<file path="src/sel_map.vh">
// constants for the scan edge execution logic: variant codes, instruction
// classes, flag start values and word encoding limits.
// assumes inclusion by bare name from the design files.
`ifndef SEL_MAP_VH
`define SEL_MAP_VH

// differentiation variant codes (2 bits)
`define SEL_VAR_NONE 2'h0
`define SEL_VAR_UP 2'h1
`define SEL_VAR_DOWN 2'h2

// instruction class codes (3 bits)
`define SEL_CLS_LOAD 3'h0
`define SEL_CLS_SERIES 3'h1
`define SEL_CLS_PARALLEL 3'h2
`define SEL_CLS_SET 3'h3
`define SEL_CLS_RESET 3'h4
`define SEL_CLS_OTHER 3'h5

// previous-value flag at start of operation
`define SEL_INIT_UP_FLAG 1'b1
`define SEL_INIT_DOWN_FLAG 1'b0

// stored flag word value right after start of operation
`define SEL_FLAG_CLEAR 1'b0

// 16-bit word encoding limits
`define SEL_SIGNED_MAX 16'h7FFF
`define SEL_SIGNED_MIN 16'h8000
`define SEL_MINUS_ONE 16'hFFFF
`define SEL_BCD_MAX 16'h9999
`define SEL_BCD_DIGIT_MAX 4'h9
`define SEL_SIGN_BIT 15

`endif

</file>
<file path="src/sel_flag_mem.v">
// previous-value flag store, one bit per edge instruction slot.
// assumes one read and one write port on core_clk; start clears every bit.
`timescale 1ns/100ps
`include "sel_map.vh"

module sel_flag_mem #(
   parameter DEPTH = 64,
   parameter AW = 6
) (
   input wire core_clk,
   input wire rst,
   input wire clear,
   input wire [AW-1:0] rd_addr,
   output reg rd_data_q,
   input wire wr_en,
   input wire [AW-1:0] wr_addr,
   input wire wr_data
);

   // flag bits, stored relative to their start value
   reg [DEPTH-1:0] mem_q;

   genvar gi;
   generate
      for (gi = 0; gi < DEPTH; gi = gi + 1) begin : g_bit
         // one flag bit: cleared at reset or start, else written when addressed
         always @(posedge core_clk or posedge rst) begin
            if (rst) begin
               mem_q[gi] <= `SEL_FLAG_CLEAR;
            end else if (clear) begin
               mem_q[gi] <= `SEL_FLAG_CLEAR;
            end else if (wr_en && (wr_addr == gi)) begin
               mem_q[gi] <= wr_data;
            end
         end
      end
   endgenerate

   // registered read port; old data when read and write collide
   always @(posedge core_clk or posedge rst) begin
      if (rst) begin
         rd_data_q <= `SEL_FLAG_CLEAR;
      end else if (clear) begin
         rd_data_q <= `SEL_FLAG_CLEAR;
      end else begin
         rd_data_q <= mem_q[rd_addr];
      end
   end

endmodule // sel_flag_mem

</file>
<file path="src/sel_exec_cond.v">
// execution condition unit: turns one evaluated instruction per request into
// execute strobes, power flow and refresh requests; also decodes word formats.
// assumes the sequencer presents requests on core_clk and start_op at run start.
// assumes one request per cycle at most and that a slot serves one variant only.
//
// Operation
// (RULE1) plain outputs execute every scan while valid
// (RULE2) plain inputs give power flow when on
// (RULE3) rising outputs execute only on off-to-on
// (RULE4) falling outputs execute only on on-to-off
// (RULE5) rising input gives one-scan power flow
// (RULE6) inverted rising input drops flow one scan
// (RULE7) falling input gives one-scan power flow
// (RULE8) inverted falling input drops flow one scan
// (RULE9) own flag; start: rising on, falling off
// (RULE10) rising fires when condition on, flag off
// (RULE11) interlocked instruction keeps its flag unchanged
// (RULE12) jumped instruction keeps its flag unchanged
// (RULE13) edges fire only when state differs
// (RULE14) falling variant only on five instruction classes
// (RULE15) refresh variant refreshes operand words on execution
// (RULE16) word as unsigned, signed, or bcd digits
// (RULE17) program avoids constant flags on edge instructions
// (RULE18) otherwise flag takes current condition each scan
`timescale 1ns/100ps
`include "sel_map.vh"

module sel_exec_cond #(
   parameter SLOTS = 64,
   parameter SLOT_W = 6,
   parameter ADDR_W = 16
) (
   input wire core_clk,
   input wire rst,
   input wire start_op,
   input wire req_valid,
   input wire [SLOT_W-1:0] req_slot,
   input wire req_cond,
   input wire [1:0] req_variant,
   input wire [2:0] req_class,
   input wire req_is_output,
   input wire req_on_when_off,
   input wire req_invert,
   input wire req_interlocked,
   input wire req_jumped,
   input wire req_refresh,
   input wire req_special,
   input wire [ADDR_W-1:0] req_operand,
   output reg res_valid_q,
   output reg exec_fire_q,
   output reg power_flow_q,
   output reg variant_bad_q,
   output reg refresh_req_q,
   output reg refresh_special_q,
   output reg [ADDR_W-1:0] refresh_addr_q,
   input wire [15:0] word_in,
   output reg word_neg_q,
   output reg word_minus_one_q,
   output reg word_bcd_ok_q,
   output reg [13:0] word_bcd_bin_q
);

   // tells whether a class may carry the falling variant
   function falling_allowed;
      input [2:0] cls;
      begin
         falling_allowed = (cls == `SEL_CLS_LOAD) || (cls == `SEL_CLS_SERIES) ||
                           (cls == `SEL_CLS_PARALLEL) || (cls == `SEL_CLS_SET) ||
                           (cls == `SEL_CLS_RESET);
      end
   endfunction

   // tells whether a nibble is a legal decimal digit
   function digit_ok;
      input [3:0] nib;
      begin
         digit_ok = (nib <= `SEL_BCD_DIGIT_MAX);
      end
   endfunction

   // ---------------- stage 1 request registers ----------------
   reg s1_valid_q; // request under evaluation
   reg [SLOT_W-1:0] s1_slot_q; // its flag slot
   reg s1_cond_q; // present execution condition
   reg [1:0] s1_variant_q; // differentiation variant
   reg [2:0] s1_class_q; // instruction class
   reg s1_is_output_q; // output instruction
   reg s1_on_when_off_q; // output valid on off level
   reg s1_invert_q; // inverted input
   reg s1_hold_q; // interlocked or jumped
   reg s1_refresh_q; // immediate refresh variant
   reg s1_special_q; // refresh names special unit words
   reg [ADDR_W-1:0] s1_operand_q; // operand word address

   // bypass of a write that the flag store read missed
   reg fwd_hit_q; // last write targets the slot in stage 1
   reg fwd_val_q; // value of that write

   wire mem_rd; // stored flag from the store
   reg mem_wr_en; // write back this cycle
   reg mem_wr_val; // stored form of the new flag

   // stage 1 decoded terms
   reg stored_flag; // stored flag after bypass
   reg prev_flag; // previous value as seen by the instruction
   reg rise_edge; // off to on
   reg fall_edge; // on to off
   reg variant_bad; // falling variant on a class that cannot take it
   reg active; // instruction result this scan
   reg fire; // output instruction executes
   reg flow; // input instruction power flow
   reg do_refresh; // refresh request this scan
   reg is_rising; // rising variant selects flag polarity
   reg known_variant; // variant code names a real instruction form

   // flag store; the stored bit is the previous value relative to its start value
   // a clear writes zero everywhere, so start values come back through the xor below
   sel_flag_mem #(
      .DEPTH(SLOTS),
      .AW(SLOT_W)
   ) u_flags (
      .core_clk(core_clk),
      .rst(rst),
      .clear(start_op),
      .rd_addr(req_slot),
      .rd_data_q(mem_rd),
      .wr_en(mem_wr_en),
      .wr_addr(s1_slot_q),
      .wr_data(mem_wr_val)
   );

   // capture the request alongside the flag read
   always @(posedge core_clk or posedge rst) begin
      if (rst) begin
         s1_valid_q <= 1'b0;
         s1_slot_q <= {SLOT_W{1'b0}};
         s1_cond_q <= 1'b0;
         s1_variant_q <= `SEL_VAR_NONE;
         s1_class_q <= `SEL_CLS_LOAD;
         s1_is_output_q <= 1'b0;
         s1_on_when_off_q <= 1'b0;
         s1_invert_q <= 1'b0;
         s1_hold_q <= 1'b0;
         s1_refresh_q <= 1'b0;
         s1_special_q <= 1'b0;
         s1_operand_q <= {ADDR_W{1'b0}};
      end else begin
         // start of operation drops any request in flight
         s1_valid_q <= req_valid && !start_op;
         // payload is taken every cycle; only the valid bit gives it meaning
         s1_slot_q <= req_slot;
         s1_cond_q <= req_cond;
         s1_variant_q <= req_variant;
         s1_class_q <= req_class;
         s1_is_output_q <= req_is_output;
         s1_on_when_off_q <= req_on_when_off;
         s1_invert_q <= req_invert;
         // (RULE11) interlock freezes flag
         // (RULE12) jump freezes flag
         s1_hold_q <= req_interlocked || req_jumped;
         s1_refresh_q <= req_refresh;
         s1_special_q <= req_special;
         s1_operand_q <= req_operand;
      end
   end

   // remember a write that lands on the slot being read now
   // the registered read port misses a write made at the same edge
   always @(posedge core_clk or posedge rst) begin
      if (rst) begin
         fwd_hit_q <= 1'b0;
         fwd_val_q <= `SEL_FLAG_CLEAR;
      end else begin
         fwd_hit_q <= mem_wr_en && (s1_slot_q == req_slot) && !start_op;
         fwd_val_q <= mem_wr_val;
      end
   end

   // evaluate the instruction against its previous-value flag
   always @* begin
      stored_flag = fwd_hit_q ? fwd_val_q : mem_rd;
      is_rising = (s1_variant_q == `SEL_VAR_UP);
      // (RULE9) start values rising on, falling off
      prev_flag = is_rising ? (stored_flag ^ `SEL_INIT_UP_FLAG) : (stored_flag ^ `SEL_INIT_DOWN_FLAG);
      // (RULE10) rising needs cond on, flag off
      rise_edge = s1_cond_q && !prev_flag;
      // (RULE13) edge only on changed state
      fall_edge = !s1_cond_q && prev_flag;
      // (RULE14) falling variant class check
      variant_bad = (s1_variant_q == `SEL_VAR_DOWN) && !falling_allowed(s1_class_q);
      // code 3 is no instruction at all: no flow, no fire, no flag write
      known_variant = (s1_variant_q == `SEL_VAR_NONE) || (s1_variant_q == `SEL_VAR_UP) ||
                      (s1_variant_q == `SEL_VAR_DOWN);
      active = 1'b0;
      fire = 1'b0;
      flow = 1'b0;
      do_refresh = 1'b0;
      mem_wr_en = 1'b0;
      mem_wr_val = `SEL_FLAG_CLEAR;
      case (s1_variant_q)
         `SEL_VAR_NONE: begin
            // (RULE1) output valid level every scan
            // (RULE2) input result passes straight
            active = s1_is_output_q ? (s1_cond_q ^ s1_on_when_off_q) : s1_cond_q;
         end
         `SEL_VAR_UP: begin
            // (RULE3) rising output one scan
            // (RULE5) rising input one scan
            active = rise_edge;
         end
         `SEL_VAR_DOWN: begin
            // (RULE4) falling output one scan
            // (RULE7) falling input one scan
            active = fall_edge && !variant_bad;
         end
         default: begin
            // unused code acts as no instruction
            active = 1'b0;
         end
      endcase
      // refused falling variant and unused code act on nothing, not even inverted flow
      if (s1_valid_q && !s1_hold_q && known_variant && !variant_bad) begin
         if (s1_is_output_q) begin
            fire = active;
         end else begin
            // (RULE6) inverted rising drops flow
            // (RULE8) inverted falling drops flow
            flow = active ^ s1_invert_q;
         end
         // (RULE15) refresh on execution
         do_refresh = s1_refresh_q && (s1_is_output_q ? active : 1'b1);
         // (RULE18) flag follows the condition
         if (((s1_variant_q == `SEL_VAR_UP) || (s1_variant_q == `SEL_VAR_DOWN)) && !variant_bad) begin
            mem_wr_en = !start_op;
            mem_wr_val = is_rising ? (s1_cond_q ^ `SEL_INIT_UP_FLAG) : (s1_cond_q ^ `SEL_INIT_DOWN_FLAG);
         end
      end
   end

   // result registers, one cycle after evaluation: a request taken at one edge
   // shows here after the next edge and stands for one cycle
   always @(posedge core_clk or posedge rst) begin
      if (rst) begin
         res_valid_q <= 1'b0;
         exec_fire_q <= 1'b0;
         power_flow_q <= 1'b0;
         variant_bad_q <= 1'b0;
         refresh_req_q <= 1'b0;
         refresh_special_q <= 1'b0;
         refresh_addr_q <= {ADDR_W{1'b0}};
      end else if (start_op) begin
         // start of operation clears results
         res_valid_q <= 1'b0;
         exec_fire_q <= 1'b0;
         power_flow_q <= 1'b0;
         variant_bad_q <= 1'b0;
         refresh_req_q <= 1'b0;
         refresh_special_q <= 1'b0;
         refresh_addr_q <= {ADDR_W{1'b0}};
      end else begin
         res_valid_q <= s1_valid_q;
         exec_fire_q <= fire;
         power_flow_q <= flow;
         variant_bad_q <= s1_valid_q && variant_bad;
         refresh_req_q <= do_refresh;
         // unit select and address follow stage 1 every cycle, valid only with the strobe
         refresh_special_q <= s1_special_q;
         refresh_addr_q <= s1_operand_q;
      end
   end

   // ---------------- word format decode ----------------
   wire [3:0] digit_good; // each nibble a decimal digit
   wire [13:0] bcd_bin; // binary value of the four digits

   genvar gd;
   generate
      for (gd = 0; gd < 4; gd = gd + 1) begin : g_digit
         // per-nibble decimal check
         assign digit_good[gd] = digit_ok(word_in[gd*4 +: 4]);
      end
   endgenerate

   // weighted sum of the digits, thousands first
   // largest legal sum is 9999, which fits the 14-bit result
   assign bcd_bin = (word_in[15:12] * 14'd1000) + (word_in[11:8] * 14'd100) +
                    (word_in[7:4] * 14'd10) + {10'h000, word_in[3:0]};

   // register word decode every cycle
   // the sum is masked to zero unless every nibble is a decimal digit
   always @(posedge core_clk or posedge rst) begin
      if (rst) begin
         word_neg_q <= 1'b0;
         word_minus_one_q <= 1'b0;
         word_bcd_ok_q <= 1'b0;
         word_bcd_bin_q <= 14'h0000;
      end else begin
         // (RULE16) two's complement sign
         word_neg_q <= word_in[`SEL_SIGN_BIT];
         word_minus_one_q <= (word_in == `SEL_MINUS_ONE);
         // (RULE16) four digits up to limit
         word_bcd_ok_q <= (&digit_good) && (word_in <= `SEL_BCD_MAX);
         word_bcd_bin_q <= (&digit_good) ? bcd_bin : 14'h0000;
      end
   end

endmodule // sel_exec_cond

</file>
<file path="config.mk">
export PLATFORM = sky130hd
export DESIGN_NAME = sel_exec_cond
export DESIGN_NICKNAME = d
export VERILOG_FILES = /design/src/sel_flag_mem.v /design/src/sel_exec_cond.v
export VERILOG_INCLUDE_DIRS = /design/src /design/src/src
export SDC_FILE = /design/constraint.sdc
export NUM_CORES = 1
export LEC_CHECK = 0
export BUFFER_PORTS_ARGS = -buffer_cell sky130_fd_sc_hd__buf_2
export CAP_MARGIN = 25
export CORE_UTILIZATION = 33
export CTS_BUF_LIST = sky130_fd_sc_hd__clkbuf_8
export DETAILED_ROUTE_END_ITERATION = 12
export GPL_TIMING_DRIVEN = 0
export SETUP_SLACK_MARGIN = 0.15
export SKIP_CTS_REPAIR_TIMING = 1
export SYNTH_ARGS = -nofsm -noshare
export SYNTH_HDL_FRONTEND = slang
export SYNTH_SLANG_ARGS = --single-unit
</file>
<file path="constraint.sdc">
create_clock -name core_clk -period 8.15 [get_ports core_clk]
set_clock_uncertainty 0.2 [all_clocks]
set_input_delay 0.4075 -clock core_clk [delete_from_list [all_inputs] [get_ports core_clk]]
set_output_delay 0.4075 -clock core_clk [all_outputs]
set_load 0.02 [all_outputs]
</file>
==> results.sh <==
export IMPL_outcome="finished clean"
export IMPL_ant_nets=0
export IMPL_nets=993
export IMPL_drcViolationCount=0
export IMPL_finalPower_mw=1.89
export IMPL_wire_per_inst_microns=15.6
export IMPL_start_kind="primary input"
export IMPL_period_share_pct=63.2
export IMPL_overflow=0
export IMPL_cp_max_fo=7
export IMPL_use_met1_pct=21.2
export IMPL_postLayoutCoreUtil_pct=40.9
export IMPL_num_rows=56
export IMPL_cts_tree="yes"
export IMPL_leakage_nw=4.66
export IMPL_synth_compound_area_share_pct=7.45
export IMPL_area_delta_synth_final_pct=21.8
export IMPL_pin_count=94
export IMPL_grt_util_met2_pct=26.1
export IMPL_final_layout_size_suffix_gt1_share_pct=18.7
export IMPL_clk_path_buf_depth=2
export IMPL_syn_area_sq_um=7860
export IMPL_grt_antenna_before_repair=1
export IMPL_clkSlewWorstSetupHoldPaths_ns=0.09
export IMPL_fin_ws_ns=3.00
export IMPL_clock_sinks=141
export IMPL_fin_tns_setup_ns=0
export IMPL_drtIter0Drc=239
export IMPL_synthCells=714
export IMPL_report_final_slew_viol_count=0
export IMPL_place_congestion=0.874
export IMPL_clockPowerShare_pct=32.0
export IMPL_grt_busiest_layer="met2"
export IMPL_drt_pass1_iterations=5
export IMPL_synth_edff_count=0
export IMPL_worstHoldStart="word_in[1]"
export IMPL_insertion_delay_ns=0.45
export IMPL_synth_warnings=0
export IMPL_avgSynthCellArea_sq_um=11.0
export IMPL_synth_xor_area_share_pct=2.68
export IMPL_combPwrFrac_pct=28.9
export IMPL_layout_min_cycle_time_ns=5.15
export IMPL_power_switching_mw=0.634
export IMPL_hpwl_microns=13400
export IMPL_synth_nets=841
export IMPL_yosys_area_share_simple_pct=15.9
export IMPL_hold_end="word_minus_one_q"
export IMPL_rrSetupSlack_ns=5.79
export IMPL_muxShareOfSynthArea_pct=11.5
export IMPL_worstReg2RegStart="falling_allowed.cls[1]"
export IMPL_cts_root_buf="clkbuf_8"
export IMPL_worstRegToRegCells=7
export IMPL_clock_fmax_ghz=0.194
export IMPL_core_area_sq_um=23400
export IMPL_slew_headroom_pct=38.4
export IMPL_powerDensity_nw_per_um2=197
export IMPL_port_buffers=93
export IMPL_finalHoldViolCount=0
export IMPL_grtUsageTotal_pct=16.0
export IMPL_peakVddDrop_mv=0.178
export IMPL_stdcell_area_sq_um=9570
export IMPL_floorplan_initialDensity_pct=33.6
export IMPL_swShare_pct=33.6
export IMPL_grt_max_degree=93
export IMPL_critPathCaptureType="register"
export IMPL_seq_power_share_pct=39.1
export IMPL_ys_seq_area_share_pct=44.9
export IMPL_ys_async_sr_fraction_pct=100
export IMPL_num_vias=5731
export IMPL_dp_cells=1127
export IMPL_fin_cells=1199
export IMPL_met3_usage_pct=4.02
export IMPL_cp_required_ns=8.28
export IMPL_min_path_type="in2reg"
export IMPL_p_int_mw=1.25
export IMPL_synth_ff_type="dfrtp_1"
export IMPL_die_h_microns=156
export IMPL_whs_path_depth=3
export IMPL_dieArea_sq_um=24400
export IMPL_synthAdderAreaFrac_pct=13.1
export IMPL_die_w_microns=156
export IMPL_ys_seq_elements=141
export IMPL_post_dp_cell_area_sq_um=8750
export IMPL_grt_pass1_wl_microns=30000
export IMPL_pre_cts_slack_ns=3.10
export IMPL_synth_top_family_by_area="simple AND/OR/NAND/NOR gates"
export IMPL_rsz0062_at_grt="false"
export IMPL_synth_cell_types=48
export IMPL_cts_buffers=17
export IMPL_criticalPathCategory="in2reg"
export IMPL_maxCapViolCount=0
export IMPL_vias_per_cell=4.78
export IMPL_wl_microns=18700
export IMPL_worst_pin_slew_ns=0.915
export IMPL_setup_violations=0
export IMPL_hold_ws_ns=0.0715
export IMPL_grt_pass1_vias=5663
export IMPL_rr_endpoint="u_flags.mem_q[40]"
export IMPL_arrival_ns=5.28
export IMPL_h_tree_depth=4
flip-flops by register name, indices dropped and copies added, names as in the netlist, 2 cells and up:
signal and flops:
s1_slot_q 6, word_bcd_bin_q 14, s1_operand_q 16, s1_variant_q 2, refresh_addr_q 16, u_flags.mem_q 64, falling_allowed.cls 3
cell usage in the layout, fill, tap and decap left out, drive strengths merged, types with 2 or more instances in the layout:
cell / count
dfrtp: 141
buf: 105
nand2: 59
ha: 55
mux2i: 54
nand2b: 54
inv: 50
clkbuf: 46
nor2b: 41
dlygate4sd3: 39
o21ai: 36
nor2: 28
o31ai: 21
fa: 17
xnor2: 16
nor3: 15
mux4: 15
a21oi: 12
xor2: 8
a21o: 6
nor3b: 6
or2: 5
nand4: 5
nand3: 5
a211oi: 5
nor4: 4
nand3b: 4
o21a: 3
clkinv: 3
or3: 2
and3: 2
and2: 2
bufinv: 2
mux2: 2
worst max path at each step:
stage | startpoint | to | cells after the start
floorplan | word_in[13] | word_bcd_bin_q[13] | 17
global placement | rst | u_flags.mem_q[0] | 2
detailed placement | word_in[13] | word_bcd_bin_q[13] | 18
CTS | word_in[13] | word_bcd_bin_q[13] | 18
global route | word_in[15] | word_bcd_bin_q[13] | 19
finish | word_in[15] | word_bcd_bin_q[13] | 19
layout make-up:
type,instances,area [sq um]
clock inverter,15,190
fill,2306,13800
inverter,41,159
clock buffer,17,234
buffer,40,194
sequential,141,3530
timing repair buffer,133,883
antenna,1,2.50
tap,319,399
multi-input combinational,492,3980
cell usage after synthesis, drive strengths merged (8+ instances only):
| library cell | n | area share, % |
|---|---|---|
| xor2 | 8 | 0.89 |
| xnor2 | 16 | 1.8 |
| mux2i | 54 | 6.9 |
| clkbuf | 29 | 1.4 |
| nor2b | 41 | 3.3 |
| nor2 | 28 | 1.3 |
| o31ai | 21 | 2.0 |
| nand2b | 54 | 4.5 |
| nor3 | 15 | 0.96 |
| dfrtp | 141 | 45 |
| fa | 17 | 4.3 |
| o21ai | 36 | 2.3 |
| nand2 | 59 | 2.8 |
| ha | 55 | 8.8 |
| a21oi | 12 | 0.76 |
| buf | 11 | 1.1 |
| inv | 41 | 2.0 |
| mux4 | 15 | 4.3 |
per-layer routing:
| metal | part of all wire (%) | vias up | wire, microns |
|---|---|---|---|
| met5 | 0 | - | 0 |
| met4 | 1.5 | 0 | 275 |
| met3 | 4.1 | 24 | 764 |
| met2 | 48 | 129 | 8910 |
| met1 | 47 | 2835 | 8770 |
| li1 | - | 2743 | - |
critical path: stages:
cell and delay [ns]:
dlygate4sd3_1 0.53, buf_2 0.18, fa_1 0.57, inv_1 0.10, fa_1 0.51, inv_1 0.04
ha_1 0.33, a21o_1 0.19, a21oi_1 0.23, xor2_1 0.21, ha_1 0.26, ha_1 0.30
ha_1 0.34, a21oi_1 0.25, nand2_1 0.10, o21ai_0 0.27, o21ai_0 0.22, xnor2_1 0.18
nor2_1 0.07
cell families (layout without fill, tap and decap cells):
kind of cell | after synthesis | count (layout)
AO/OA/AOI/OAI | 92 | 92
XOR/XNOR | 24 | 24
adder cells (fa/ha/maj) | 72 | 72
buffers and inverters | 81 | 246
flip-flops | 141 | 141
multiplexers | 71 | 71
other | 0 | 1
AND/OR/NAND/NOR | 233 | 233
power groups by stage:
| stage | Combinational, mW | Sequential, mW | Clock [mW] |
|---|---|---|---|
| final | 0.545 | 0.736 | 0.604 |
| after global routing | 0.619 | 0.740 | 0.654 |
| after CTS | 0.536 | 0.737 | 0.625 |
| after detailed placement | 0.528 | 0.750 | 0 |
| after global placement | 0.526 | 0.750 | 0 |
| after floorplan | 0.370 | 0.778 | 0 |
Power figures use the tool's default switching activity.
